<file path="src/mmh_map.svh">
// register map, field positions, reset values and timing counts of the message handler
`ifndef MMH_MAP_SVH
`define MMH_MAP_SVH
// *********************************************************
// register offsets (byte addresses)
// *********************************************************
`define MMH_OFS_CTRL 5'h00
`define MMH_OFS_TEMPO 5'h04
`define MMH_OFS_EVENT 5'h08
`define MMH_OFS_LEVELS 5'h0C
`define MMH_OFS_STATUS 5'h10
// *********************************************************
// field positions
// *********************************************************
`define MMH_CTRL_MAIN 3:0
`define MMH_CTRL_PLAY 7:4
`define MMH_CTRL_SAMPLING 8
`define MMH_CTRL_LOCAL 9
`define MMH_CTRL_TSRC 11:10
`define MMH_CTRL_ROUTE 13:12
`define MMH_CTRL_KNOB1_ASG 14
`define MMH_CTRL_KNOB2_ASG 15
`define MMH_EVT_KIND 1:0
`define MMH_EVT_DATA 14:8
`define MMH_EVT_VEL 22:16
// *********************************************************
// reset values
// *********************************************************
`define MMH_CTRL_RST 16'h0200
`define MMH_TEMPO_RST 32'h001FCA05
`define MMH_VOL_DEF 7'h64
`define MMH_PAN_DEF 7'h40
`define MMH_BEND_CENTRE 14'h0000
// *********************************************************
// message codes
// *********************************************************
`define MMH_ST_NOTE_OFF 4'h8
`define MMH_ST_NOTE_ON 4'h9
`define MMH_ST_CC 4'hB
`define MMH_ST_PROG 4'hC
`define MMH_ST_PRESS 4'hD
`define MMH_ST_BEND 4'hE
`define MMH_TIMING_CLOCK 8'hF8
`define MMH_REALTIME_MIN 8'hF8
`define MMH_SYSTEM_MIN 8'hF0
`define MMH_CC_KNOB1 7'h0C
`define MMH_CC_KNOB2 7'h0D
`define MMH_CC_VOLUME 7'h07
`define MMH_CC_PAN 7'h0A
`define MMH_CC_ALL_NOTES_OFF 7'h7B
`define MMH_CC_ALL_SOUND_OFF 7'h78
`define MMH_CC_RESET_CTRL 7'h79
`define MMH_OFF_VELOCITY 7'h40
`define MMH_RESP_OKAY 2'h0
`define MMH_RESP_SLVERR 2'h2
// *********************************************************
// timing
// *********************************************************
`define MMH_CLK_NS 10
`define MMH_BIT_NS 32000
`define MMH_BIT_CYC (`MMH_BIT_NS / `MMH_CLK_NS)
`define MMH_HALF_BIT_CYC (`MMH_BIT_CYC / 2)
`define MMH_EXT_TIMEOUT_MS 300
`endif

</file>
<file path="src/mmh_pkg.sv">
// types shared by the message handler files
package mmh_pkg;
  typedef enum logic [1:0] {MMH_TS_INT, MMH_TS_EXT, MMH_TS_AUTO, MMH_TS_RSV} mmh_tsrc_e;
  typedef enum logic [1:0] {MMH_RT_BOTH, MMH_RT_USB, MMH_RT_SERIAL, MMH_RT_RSV} mmh_route_e;
  typedef struct packed {
    logic [7:0] run;
    logic haveD1;
    logic [6:0] d1;
    logic msgValid;
    logic [7:0] msgStat;
    logic [6:0] msgD1;
    logic [6:0] msgD2;
    logic clkTick;
  } mmh_prs_s;
  typedef struct packed {
    logic [15:0] ctrl;
    logic [31:0] tempoPer;
    logic [6:0] vol;
    logic [6:0] pan;
    logic [6:0] fx1;
    logic [6:0] fx2;
    logic [13:0] bend;
    logic awHave;
    logic [4:0] awAddr;
    logic wHave;
    logic [31:0] wData;
    logic [3:0] wStrb;
    logic bValid;
    logic [1:0] bResp;
    logic rValid;
    logic [31:0] rData;
    logic [1:0] rResp;
    logic rx1;
    logic rx2;
    logic rxBusy;
    logic [11:0] rxCnt;
    logic [3:0] rxBit;
    logic [7:0] rxSh;
    logic [7:0] rxByte;
    logic rxStb;
    logic [9:0] txSh;
    logic [3:0] txLeft;
    logic [11:0] txCnt;
    logic [23:0] txMsg;
    logic [1:0] txLen;
    logic clkPend;
    logic [31:0] tempoCnt;
    logic [31:0] extCnt;
    logic extActive;
    logic tick;
    logic sgStb;
    logic sgOn;
    logic [6:0] sgKey;
    logic [6:0] sgVel;
    logic allNotesOff;
    logic allSoundOff;
    logic [7:0] usbTxByte;
    logic usbTxValid;
  } mmh_st_s;
endpackage : mmh_pkg

</file>
<file path="src/mmh_msg_parser.sv">
// byte stream to channel message parser with running status
`timescale 1ns/100ps
`default_nettype none
`include "mmh_map.svh"
module mmh_msg_parser
  import mmh_pkg::*;
(
  input wire logic clk,
  input wire logic rst_n,
  input wire logic [7:0] byteIn,
  input wire logic byteValid,
  output logic msgValid,
  output logic [7:0] msgStat,
  output logic [6:0] msgD1,
  output logic [6:0] msgD2,
  output logic clkTick
);
  mmh_prs_s s, n;
  logic twoData;

  assign twoData = (s.run[7:4] != `MMH_ST_PROG) && (s.run[7:4] != `MMH_ST_PRESS);

  always_comb
  begin
    n = s;
    n.msgValid = 1'b0;
    n.clkTick = 1'b0;
    if (byteValid)
    begin
      // realtime bytes may sit inside a message and leave it intact
      if (byteIn >= `MMH_REALTIME_MIN)
      begin
        n.clkTick = (byteIn == `MMH_TIMING_CLOCK);
      end
      else if (byteIn[7])
      begin
        n.run = (byteIn < `MMH_SYSTEM_MIN) ? byteIn : 8'h00;
        n.haveD1 = 1'b0;
      end
      else if (s.run != 8'h00)
      begin
        if (twoData && !s.haveD1)
        begin
          n.d1 = byteIn[6:0];
          n.haveD1 = 1'b1;
        end
        else
        begin
          n.msgValid = 1'b1;
          n.msgStat = s.run;
          n.msgD1 = twoData ? s.d1 : byteIn[6:0];
          n.msgD2 = twoData ? byteIn[6:0] : 7'h00;
          n.haveD1 = 1'b0;
        end
      end
    end
  end

  always_ff @(posedge clk or negedge rst_n)
  begin
    if (!rst_n)
      s <= '0;
    else
      s <= n;
  end

  assign msgValid = s.msgValid;
  assign msgStat = s.msgStat;
  assign msgD1 = s.msgD1;
  assign msgD2 = s.msgD2;
  assign clkTick = s.clkTick;

  chk_clock_passes: assert property (@(posedge clk) disable iff (!rst_n)
    (byteValid && byteIn == `MMH_TIMING_CLOCK) |=> clkTick && !msgValid)
    else $error("timing clock byte not passed on");
  chk_running_status: assert property (@(posedge clk) disable iff (!rst_n)
    msgValid && msgStat[7:4] == `MMH_ST_CC && !byteValid ##1 (byteValid && !byteIn[7]) ##1 !byteValid
    ##1 (byteValid && !byteIn[7]) |=> msgValid && msgStat == $past(msgStat, 4))
    else $error("running status message lost");
endmodule : mmh_msg_parser
`default_nettype wire

</file>
<file path="src/mmh_message_handler.sv">
// channel message handler: register slave, serial link, filters and tempo source
//
// How it works
// - sixteen channels; accept only matching channel
// - sampling state uses main channel only
// - key press/release emits 9n/8n messages
// - send release velocity 64; ignore received
// - bend only keyboard state, play channel
// - bend bytes form signed value, 64/0 centre
// - knobs emit CC12 and CC13 on main
// - assigned knob CC updates effect parameter
// - volume CC7 only keyboard state, play channel
// - pan CC10 only keyboard state, play channel
// - CC123 value 0 ends sounding notes
// - CC120 value 0 silences channel at once
// - CC121 value 0 resets controller defaults
// - internal source: send timing clock from tempo
// - external source: follow received timing clock; usb clock only with usb-only route
// - automatic: external while clocks arrive, else internal
// - local off: keys skip own sound generator
// - notes received on play channel, keyboard state
// - merge both inputs; send on both outputs; on a same-cycle tie with a usb message the serial message is dropped
//
// The AXI4-Lite register port and the register addresses are this design's own decisions.
`timescale 1ns/100ps
`default_nettype none
`include "mmh_map.svh"
module mmh_message_handler
  import mmh_pkg::*;
#(
  parameter int EXT_TIMEOUT_CYC = `MMH_EXT_TIMEOUT_MS * (1000000 / `MMH_CLK_NS)
)
(
  input wire logic clk,
  input wire logic rst_n,
  input wire logic [4:0] s_axi_awaddr,
  input wire logic s_axi_awvalid,
  output logic s_axi_awready,
  input wire logic [31:0] s_axi_wdata,
  input wire logic [3:0] s_axi_wstrb,
  input wire logic s_axi_wvalid,
  output logic s_axi_wready,
  output logic [1:0] s_axi_bresp,
  output logic s_axi_bvalid,
  input wire logic s_axi_bready,
  input wire logic [4:0] s_axi_araddr,
  input wire logic s_axi_arvalid,
  output logic s_axi_arready,
  output logic [31:0] s_axi_rdata,
  output logic [1:0] s_axi_rresp,
  output logic s_axi_rvalid,
  input wire logic s_axi_rready,
  input wire logic serialRx,
  output logic serialTx,
  input wire logic [7:0] usbRxByte,
  input wire logic usbRxValid,
  output logic [7:0] usbTxByte,
  output logic usbTxValid,
  output logic tempoTick,
  output logic sgNoteStb,
  output logic sgNoteOn,
  output logic [6:0] sgNoteKey,
  output logic [6:0] sgNoteVel,
  output logic allNotesOff,
  output logic allSoundOff,
  output logic [6:0] volumeLevel,
  output logic [6:0] panPosition,
  output logic [6:0] fxParam1,
  output logic [6:0] fxParam2,
  output logic [13:0] bendValue
);
  // *********************************************************
  // elaboration check
  // *********************************************************
  if (EXT_TIMEOUT_CYC < 2)
  begin : g_bad_timeout
    $error("EXT_TIMEOUT_CYC must be at least 2");
  end

  mmh_st_s s, n;
  mmh_tsrc_e tsrc;
  mmh_route_e route;
  logic useSerial, useUsb, sampling, useInt, extTick, intTick;
  logic pSValid, pSClk, pUValid, pUClk;
  logic [7:0] pSStat, pUStat, selStat;
  logic [6:0] pSD1, pSD2, pUD1, pUD2, selD1, selD2;
  logic selValid, onMain, onPlay, noteChan;
  logic [3:0] mainCh, playCh, selCh;
  logic evtWrite;

  assign tsrc = mmh_tsrc_e'(s.ctrl[`MMH_CTRL_TSRC]);
  assign route = mmh_route_e'(s.ctrl[`MMH_CTRL_ROUTE]);
  assign useSerial = (route == MMH_RT_BOTH) || (route == MMH_RT_SERIAL);
  assign useUsb = (route == MMH_RT_BOTH) || (route == MMH_RT_USB);
  assign sampling = s.ctrl[`MMH_CTRL_SAMPLING];
  assign mainCh = s.ctrl[`MMH_CTRL_MAIN];
  assign playCh = s.ctrl[`MMH_CTRL_PLAY];

  // *********************************************************
  // message parsers, one per input
  // *********************************************************
  mmh_msg_parser u_prs_serial (
    .clk(clk),
    .rst_n(rst_n),
    .byteIn(s.rxByte),
    .byteValid(s.rxStb && useSerial),
    .msgValid(pSValid),
    .msgStat(pSStat),
    .msgD1(pSD1),
    .msgD2(pSD2),
    .clkTick(pSClk)
  );
  mmh_msg_parser u_prs_usb (
    .clk(clk),
    .rst_n(rst_n),
    .byteIn(usbRxByte),
    .byteValid(usbRxValid && useUsb),
    .msgValid(pUValid),
    .msgStat(pUStat),
    .msgD1(pUD1),
    .msgD2(pUD2),
    .clkTick(pUClk)
  );

  // a tie between inputs goes to usb; the serial message of that cycle is dropped
  assign selValid = pSValid || pUValid;
  assign selStat = pUValid ? pUStat : pSStat;
  assign selD1 = pUValid ? pUD1 : pSD1;
  assign selD2 = pUValid ? pUD2 : pSD2;
  assign selCh = selStat[3:0];
  assign onMain = (selCh == mainCh);
  assign onPlay = !sampling && (selCh == playCh);
  assign noteChan = sampling ? onMain : onPlay;
  assign extTick = pSClk || (pUClk && route == MMH_RT_USB);
  assign useInt = (tsrc == MMH_TS_INT) || (tsrc == MMH_TS_AUTO && !s.extActive);
  assign intTick = useInt && (s.tempoCnt >= s.tempoPer - 32'h1);
  assign evtWrite = s.awHave && s.wHave && (s.awAddr == `MMH_OFS_EVENT);

  function automatic logic [31:0] mergeStrb(input logic [31:0] old, input logic [31:0] wd, input logic [3:0] st);
    logic [31:0] r;
    r = old;
    for (int i = 0; i < 4; i++)
      if (st[i])
        r[i*8 +: 8] = wd[i*8 +: 8];
    return r;
  endfunction : mergeStrb

  // *********************************************************
  // next state
  // *********************************************************
  always_comb
  begin
    logic [31:0] wv;
    logic [3:0] txCh;
    logic [7:0] txByte;
    logic txLoad;
    wv = mergeStrb(32'h0, s.wData, s.wStrb);
    txCh = sampling ? mainCh : playCh;
    txByte = 8'h00;
    txLoad = 1'b0;
    n = s;
    n.rxStb = 1'b0;
    n.sgStb = 1'b0;
    n.allNotesOff = 1'b0;
    n.allSoundOff = 1'b0;
    n.usbTxValid = 1'b0;
    n.tick = 1'b0;
    // register bus, write side; address and data may come in either order
    if (s_axi_awvalid && s_axi_awready)
    begin
      n.awHave = 1'b1;
      n.awAddr = s_axi_awaddr;
    end
    if (s_axi_wvalid && s_axi_wready)
    begin
      n.wHave = 1'b1;
      n.wData = s_axi_wdata;
      n.wStrb = s_axi_wstrb;
    end
    if (s.awHave && s.wHave)
    begin
      n.awHave = 1'b0;
      n.wHave = 1'b0;
      n.bValid = 1'b1;
      n.bResp = `MMH_RESP_OKAY;
      case (s.awAddr)
        `MMH_OFS_CTRL: n.ctrl = 16'(mergeStrb({16'h0, s.ctrl}, s.wData, s.wStrb));
        `MMH_OFS_TEMPO: n.tempoPer = mergeStrb(s.tempoPer, s.wData, s.wStrb);
        `MMH_OFS_EVENT:
        begin
          // no queue: an event while a message is pending is refused
          if (s.txLen != 2'd0)
            n.bResp = `MMH_RESP_SLVERR;
          else
          begin
            n.txLen = 2'd3;
            case (wv[`MMH_EVT_KIND])
              2'd0: n.txMsg = {`MMH_ST_NOTE_ON, txCh, 1'b0, wv[`MMH_EVT_DATA], 1'b0, wv[`MMH_EVT_VEL]};
              2'd1: n.txMsg = {`MMH_ST_NOTE_OFF, txCh, 1'b0, wv[`MMH_EVT_DATA], 1'b0, `MMH_OFF_VELOCITY};
              2'd2: n.txMsg = {`MMH_ST_CC, mainCh, 1'b0, `MMH_CC_KNOB1, 1'b0, wv[`MMH_EVT_DATA]};
              default: n.txMsg = {`MMH_ST_CC, mainCh, 1'b0, `MMH_CC_KNOB2, 1'b0, wv[`MMH_EVT_DATA]};
            endcase
            if (s.ctrl[`MMH_CTRL_LOCAL] && !wv[1])
            begin
              n.sgStb = 1'b1;
              n.sgOn = !wv[0];
              n.sgKey = wv[`MMH_EVT_DATA];
              if (!wv[0])
                n.sgVel = wv[`MMH_EVT_VEL];
            end
          end
        end
        `MMH_OFS_LEVELS, `MMH_OFS_STATUS: n.bResp = `MMH_RESP_OKAY;
        default: n.bResp = `MMH_RESP_SLVERR;
      endcase
    end
    if (s.bValid && s_axi_bready)
      n.bValid = 1'b0;
    // register bus, read side
    if (s_axi_arvalid && s_axi_arready)
    begin
      n.rValid = 1'b1;
      n.rResp = `MMH_RESP_OKAY;
      case (s_axi_araddr)
        `MMH_OFS_CTRL: n.rData = {16'h0, s.ctrl};
        `MMH_OFS_TEMPO: n.rData = s.tempoPer;
        `MMH_OFS_EVENT: n.rData = 32'h0;
        `MMH_OFS_LEVELS: n.rData = {1'b0, s.fx2, 1'b0, s.fx1, 1'b0, s.pan, 1'b0, s.vol};
        `MMH_OFS_STATUS: n.rData = {14'h0, (s.txLen != 2'd0) || (s.txLeft != 4'd0), s.extActive, 2'b0, s.bend};
        default:
        begin
          n.rData = 32'h0;
          n.rResp = `MMH_RESP_SLVERR;
        end
      endcase
    end
    if (s.rValid && s_axi_rready)
      n.rValid = 1'b0;
    // serial receiver; only the second sync stage is looked at
    n.rx1 = serialRx;
    n.rx2 = s.rx1;
    if (!s.rxBusy)
    begin
      if (!s.rx2)
      begin
        n.rxBusy = 1'b1;
        n.rxCnt = 12'(`MMH_HALF_BIT_CYC);
        n.rxBit = 4'd0;
      end
    end
    else if (s.rxCnt != 12'd0)
      n.rxCnt = s.rxCnt - 12'd1;
    else
    begin
      n.rxCnt = 12'(`MMH_BIT_CYC - 1);
      if (s.rxBit == 4'd0)
      begin
        n.rxBusy = !s.rx2;
        n.rxBit = 4'd1;
      end
      else if (s.rxBit < 4'd9)
      begin
        n.rxSh = {s.rx2, s.rxSh[7:1]};
        n.rxBit = s.rxBit + 4'd1;
      end
      else
      begin
        // a low stop bit is a framing error and the byte is dropped
        n.rxBusy = 1'b0;
        n.rxStb = s.rx2;
        n.rxByte = s.rxSh;
      end
    end
    // received channel messages
    if (selValid)
    begin
      case (selStat[7:4])
        `MMH_ST_NOTE_ON, `MMH_ST_NOTE_OFF:
          if (noteChan)
          begin
            n.sgStb = 1'b1;
            n.sgOn = (selStat[7:4] == `MMH_ST_NOTE_ON) && (selD2 != 7'h00);
            n.sgKey = selD1;
            if (selStat[7:4] == `MMH_ST_NOTE_ON)
              n.sgVel = selD2;
          end
        `MMH_ST_BEND:
          if (onPlay)
            n.bend = {~selD2[6], selD2[5:0], selD1};
        `MMH_ST_CC:
        begin
          if (onMain && selD1 == `MMH_CC_KNOB1 && s.ctrl[`MMH_CTRL_KNOB1_ASG])
            n.fx1 = selD2;
          if (onMain && selD1 == `MMH_CC_KNOB2 && s.ctrl[`MMH_CTRL_KNOB2_ASG])
            n.fx2 = selD2;
          if (onPlay && selD1 == `MMH_CC_VOLUME)
            n.vol = selD2;
          if (onPlay && selD1 == `MMH_CC_PAN)
            n.pan = selD2;
          if ((onMain || onPlay) && selD2 == 7'h00)
          begin
            n.allNotesOff = (selD1 == `MMH_CC_ALL_NOTES_OFF);
            n.allSoundOff = (selD1 == `MMH_CC_ALL_SOUND_OFF);
            if (selD1 == `MMH_CC_RESET_CTRL)
            begin
              n.vol = `MMH_VOL_DEF;
              n.pan = `MMH_PAN_DEF;
              n.bend = `MMH_BEND_CENTRE;
            end
          end
        end
        default: n.sgStb = n.sgStb;
      endcase
    end
    // tempo source
    if (extTick)
    begin
      n.extCnt = 32'h0;
      n.extActive = 1'b1;
    end
    else if (s.extActive)
    begin
      n.extCnt = s.extCnt + 32'h1;
      if (s.extCnt >= 32'(EXT_TIMEOUT_CYC - 1))
        n.extActive = 1'b0;
    end
    if (useInt)
    begin
      n.tempoCnt = intTick ? 32'h0 : s.tempoCnt + 32'h1;
      n.tick = intTick;
      if (intTick)
        n.clkPend = 1'b1;
    end
    else
    begin
      n.tempoCnt = 32'h0;
      n.tick = extTick;
    end
    // serial transmitter, same bytes to both outputs
    if (s.txLeft == 4'd0)
    begin
      if (s.clkPend)
      begin
        txLoad = 1'b1;
        txByte = `MMH_TIMING_CLOCK;
        n.clkPend = intTick;
      end
      else if (s.txLen != 2'd0)
      begin
        txLoad = 1'b1;
        txByte = s.txMsg[23:16];
        n.txMsg = {s.txMsg[15:0], 8'h00};
        n.txLen = s.txLen - 2'd1;
      end
    end
    else if (s.txCnt != 12'd0)
      n.txCnt = s.txCnt - 12'd1;
    else
    begin
      n.txSh = {1'b1, s.txSh[9:1]};
      n.txLeft = s.txLeft - 4'd1;
      n.txCnt = 12'(`MMH_BIT_CYC - 1);
    end
    if (txLoad)
    begin
      n.txSh = {1'b1, txByte, 1'b0};
      n.txLeft = 4'd10;
      n.txCnt = 12'(`MMH_BIT_CYC - 1);
      n.usbTxValid = useUsb;
      n.usbTxByte = txByte;
    end
  end

  always_ff @(posedge clk or negedge rst_n)
  begin
    if (!rst_n)
    begin
      s <= '0;
      s.ctrl <= `MMH_CTRL_RST;
      s.tempoPer <= `MMH_TEMPO_RST;
      s.vol <= `MMH_VOL_DEF;
      s.pan <= `MMH_PAN_DEF;
      s.rx1 <= 1'b1;
      s.rx2 <= 1'b1;
      s.txSh <= 10'h3FF;
    end
    else
      s <= n;
  end

  // *********************************************************
  // outputs
  // *********************************************************
  assign s_axi_awready = !s.awHave && !s.bValid;
  assign s_axi_wready = !s.wHave && !s.bValid;
  assign s_axi_bvalid = s.bValid;
  assign s_axi_bresp = s.bResp;
  assign s_axi_arready = !s.rValid;
  assign s_axi_rvalid = s.rValid;
  assign s_axi_rdata = s.rData;
  assign s_axi_rresp = s.rResp;
  assign serialTx = useSerial ? s.txSh[0] : 1'b1;
  assign usbTxByte = s.usbTxByte;
  assign usbTxValid = s.usbTxValid;
  assign tempoTick = s.tick;
  assign sgNoteStb = s.sgStb;
  assign sgNoteOn = s.sgOn;
  assign sgNoteKey = s.sgKey;
  assign sgNoteVel = s.sgVel;
  assign allNotesOff = s.allNotesOff;
  assign allSoundOff = s.allSoundOff;
  assign volumeLevel = s.vol;
  assign panPosition = s.pan;
  assign fxParam1 = s.fx1;
  assign fxParam2 = s.fx2;
  assign bendValue = s.bend;

  // *********************************************************
  // checks
  // *********************************************************
  chk_unmatched_ignored: assert property (@(posedge clk) disable iff (!rst_n)
    (selValid && !onMain && !onPlay && !evtWrite)
    |=> $stable(volumeLevel) && $stable(panPosition) && $stable(bendValue) && !sgNoteStb)
    else $error("unmatched channel message changed state");
  chk_noteoff_velocity: assert property (@(posedge clk) disable iff (!rst_n)
    (selValid && selStat[7:4] == `MMH_ST_NOTE_OFF && !evtWrite) |=> $stable(sgNoteVel))
    else $error("received note-off velocity was taken");
  chk_bend_value: assert property (@(posedge clk) disable iff (!rst_n)
    (selValid && selStat[7:4] == `MMH_ST_BEND && onPlay)
    |=> bendValue == {~$past(selD2[6]), $past(selD2[5:0]), $past(selD1)})
    else $error("bend value wrong");
  chk_both_outputs: assert property (@(posedge clk) disable iff (!rst_n)
    (usbTxValid && route == MMH_RT_BOTH) |-> !serialTx ##1 !serialTx)
    else $error("usb byte without serial start bit");
  chk_int_clock: assert property (@(posedge clk) disable iff (!rst_n)
    (intTick && !s.clkPend) |=> s.clkPend ##1 (usbTxValid || !useUsb || $past(s.txLeft) != 4'd0))
    else $error("internal tempo did not queue timing clock");
  chk_ext_follow: assert property (@(posedge clk) disable iff (!rst_n)
    (extTick && tsrc == MMH_TS_EXT) |=> tempoTick && s.tempoCnt == 32'h0)
    else $error("external clock not followed");
  chk_all_notes_off: assert property (@(posedge clk) disable iff (!rst_n)
    (selValid && selStat[7:4] == `MMH_ST_CC && selD1 == `MMH_CC_ALL_NOTES_OFF && selD2 == 7'h00
     && (onMain || onPlay)) |=> allNotesOff && !allSoundOff)
    else $error("all notes off not raised");
  chk_local_off: assert property (@(posedge clk) disable iff (!rst_n)
    (evtWrite && !s.ctrl[`MMH_CTRL_LOCAL] && !selValid) |=> !sgNoteStb)
    else $error("local key reached sound generator");
endmodule : mmh_message_handler
`default_nettype wire

</file>
<file path="config.mk">
export PLATFORM = sky130hd
export DESIGN_NAME = mmh_message_handler
export DESIGN_NICKNAME = d
export VERILOG_FILES = /design/src/mmh_pkg.sv /design/src/mmh_msg_parser.sv /design/src/mmh_message_handler.sv
export VERILOG_INCLUDE_DIRS = /design/src
export SDC_FILE = /design/constraint.sdc
export NUM_CORES = 1
export LEC_CHECK = 0
export BUFFER_PORTS_ARGS = -buffer_cell sky130_fd_sc_hd__buf_2
export CAP_MARGIN = 20
export CORE_MARGIN = 1
export CORE_UTILIZATION = 55
export DETAILED_ROUTE_END_ITERATION = 10
export PLACE_DENSITY = 0.74
export SLEW_MARGIN = 20
export SYNTH_ARGS = -nofsm -noshare
export SYNTH_HDL_FRONTEND = slang
export SYNTH_HIERARCHICAL = 1
export SYNTH_SLANG_ARGS = --single-unit
</file>
<file path="constraint.sdc">
create_clock -name clk -period 5 [get_ports clk]
set_input_delay 0 -clock clk [delete_from_list [all_inputs] [get_ports clk]]
set_output_delay 0 -clock clk [all_outputs]
set_load 0.02 [all_outputs]
</file>
==> results.toml <==
[route]
wire_per_inst_um = 20.9
via_per_inst = 5.89
via_count = 15600
drc_errors = 0
drtAntennaViolNets = 0
wirelength_um = 55500
drt-initial-drc-count = 1334
drt_first_pass_iters = 8

[placed_design]
gp_congestion = 0.900
post-dp-hpwl_um = 38600
portBuffers = 172
dp_slack_ps = 251

[synthesis]
syn_inst = 2010
ys.flop_type = "dfrtp_1"
synth_cell_type_count = 78
synthArstFlopShare_pct = 100
synth_edf_count = 0
postSynthAreaPerCell_sq_um = 10.8
seq_area_frac_synth_pct = 49.8
yosysWarnings = 6
synthesis.area_sq_um = 21700
yosys_register_bits = 430

[global_route]
grt_antenna_before_repair = 2
grt_pass1_vias = 15800
grt_start_max_net_pins = 156
grt_use_total_pct = 27.8
grt.overflow.total = 0
grt_pass1_wl_um = 87400

[cells_and_area]
layout_commonest_cell = "dfrtp_1"
syn2layout_area_growth_pct = 11.8
drive_gt1_share_pct = 24.5
mostFrequentLayoutCells = "dfrtp_1, nand2_1, nor2_1, buf_2, mux2_2"
nNetsFinal = 2195
n_fill_cell = 3089

[timing]
tightest_slew_ps = 1060
hold_violations = 0
clock_skew_ps = 30.6
rsz0062_at_grt = "false"
tns_ps = 0
period_needed_ps = 4530
worst_slack_ps = 466
period_share_pct = 90.7
relSlewSlack_pct = 29.5
maxSlewViolCount = 0
setup_viol = 0
fmax_mhz = 221

[cts]
cts-root-buf = "clkbuf_16"
cts_tree = "yes"
clk_path_buf_depth = 3
htree_num_levels = 2
numCtsBuffers = 45
clk_pin_slew_worst_paths_ps = 60
post_cts_buffers = 0
clock_latency_ps = 590
clock-sinks = 430

[setup_path]
r2r-start = "s[306]"
r2r_cells = 15
r2r_end = "tempoTick"
required_ps = 5480
r2r_setup_slack_ps = 470
path_class = "flip-flop to flip-flop"
endpoint = "tempoTick"
cp-end-kind = "flip-flop"
worstPathArrival_ps = 5010
worstPathMaxFanout = 33
cp-start-kind = "flip-flop"
cp-startpoint = "s[306]"

[worst_hold_path]
holdCritPathClass = "primary input to async pin"

[power_and_ir_drop]
cellLeakagePower_nw = 11.2
p_per_area_nw_per_um2 = 462
peakVddDrop_mv = 0.235

[floorplanning]
die_area_sq_um = 40200
die_h_um = 201
start_util_pct = 56.0
pin_count = 175
row_count = 72
coreArea_sq_um = 38700
fp.dieW_um = 201

[run_status]
outcome = "complete, no violations"

[job]
maxCapViolCount = 0
==> where the power goes <==
group          switching [W]  internal [W]  total (W)
Combinational        0.00149       0.00123    0.00272
Sequential          0.000710       0.00411    0.00482
Clock                0.00139       0.00227    0.00366
==> worst max-delay path: stages (launching register included) <==
cell and delay [ps]:
dfrtp_1 410, inv_1 70, ha_1 190, or4b_2 660, or3_1 460, nor2_1 260, nand2_1 170, nor4_1 260
xnor2_1 170, ha_1 260, nand4_1 120, nor4_1 90, a221o_1 320, a211o_1 260, or3b_4 560, o21a_1 170
==> how the worst min path moves through the flow <==
stage,to,slack [ps],cells past startpoint
3_5_place_dp,s_axi_rdata[17],110,1
6_report,s[85],60,2
3_3_place_gp,s[254],100,1
4_1_cts,s_axi_rdata[23],30,5
2_1_floorplan,allNotesOff,-300,0
5_1_grt,n[180],80,2
==> registers in the layout (all words and copies together) (netlist names), 2 cells and up <==
name                  cells
u_prs_serial/s           16
u_prs_serial/msgD2        7
sgNoteVel                 7
volumeLevel               7
u_prs_serial/msgD1        7
u_prs_usb/s              16
u_prs_serial/msgStat      8
s                       233
u_prs_usb/msgD1           7
sgNoteKey                 7
bendValue                14
s_axi_rdata              32
u_prs_usb/msgStat         8
usbTxByte                 8
mainCh                    4
u_prs_usb/msgD2           7
fxParam1                  7
panPosition               7
route                     2
playCh                    4
fxParam2                  7
==> synth_stat cells (all sizes together), types with 5 or more instances <==
cell type,n,area share [%]
nand2,182,3.1
nor3,36,0.88
a21oi,64,1.5
nor2b,9,0.26
o211ai,7,0.24
dfrtp,403,46
buf,156,5.4
or3,14,0.40
clkbuf,59,1.0
a31o,6,0.24
ha,40,2.3
a21boi,12,0.42
nor2,178,3.1
mux2i,50,2.3
o21ai,105,2.4
a31oi,13,0.37
a22o,29,1.2
inv,53,0.92
or4,13,0.47
mux2,190,10
a222oi,16,0.74
xnor2,54,2.2
nand3b,7,0.28
a211oi,12,0.42
o2bb2ai,6,0.24
nand4,25,0.72
a22oi,16,0.55
xor2,45,1.8
nand2b,5,0.14
or2,7,0.20
a21o,9,0.31
nor4b,8,0.35
nor4,18,0.63
and2,10,0.29
dfstp,27,3.3
and3,16,0.46
o31ai,6,0.21
o22ai,7,0.20
o22a,7,0.28
nand3,45,1.0
==> stage by stage <==
| stage | utilization, % | total power [W] | hold WS, ps | instances | cell area, sq um |
|---|---|---|---|---|---|
| 6_report | 62.6 | 0.0112 | 61.2 | 2648 | 24200 |
| 5_1_grt | 62.6 | 0.0118 | 80.1 | 2647 | 24200 |
| 4_1_cts | 62.6 | 0.0112 | 31.4 | 2647 | 24200 |
| 3_5_place_dp | 56.8 | 0.00750 | 107 | 2501 | 22000 |
| 3_3_place_gp | 56.7 | 0.00738 | 100 | 2501 | 22000 |
| 2_1_floorplan | - | 0.00679 | -296 | 2011 | 21700 |
==> what timing repair did <==
action / in CTS / in global routing
hold buffers: 62 / 0
endpoints found under the hold margin: 173 / 0
gates resized for setup: 0 / 1
setup endpoints to repair: 0 / 33
==> cells by family after synthesis <==
kind of cell,Yosys count,synth area share (%)
AOI/OAI and AO/OA,342,10.7
xor gates and xnor gates,99,4.00
adders and majority gates,40,2.31
buffers and inverters,268,7.37
DFF,430,49.8
muxes,240,12.7
other,1,0.0173
and+or+nand+nor,590,13.1
==> final cells by class <==
class	instances	area [sq um]	share of cell area, %
Sequential cell	430	10800	44.5
Multi-Input combinational cell	1313	9340	38.5
Clock inverter	12	244	1.01
Clock buffer	72	1390	5.73
Timing Repair Buffer	249	1630	6.72
Inverter	53	199	0.821
Antenna cell	1	2.50	0.0103
Tap cell	518	648	2.67
==> routing by layer <==
metal  vias to the layer above  track usage (%)  part of all wire (%)  wire (um)
li1                       7134                -                     -          -
met1                      7810             35.1                    41      22800
met2                       517             44.9                    47      26200
met3                       125             7.42                   7.7       4270
met4                         2             12.4                   4.0       2230
met5                         -                0                 0.023         13
No activity file was read; power rests on OpenSTA's default activity.
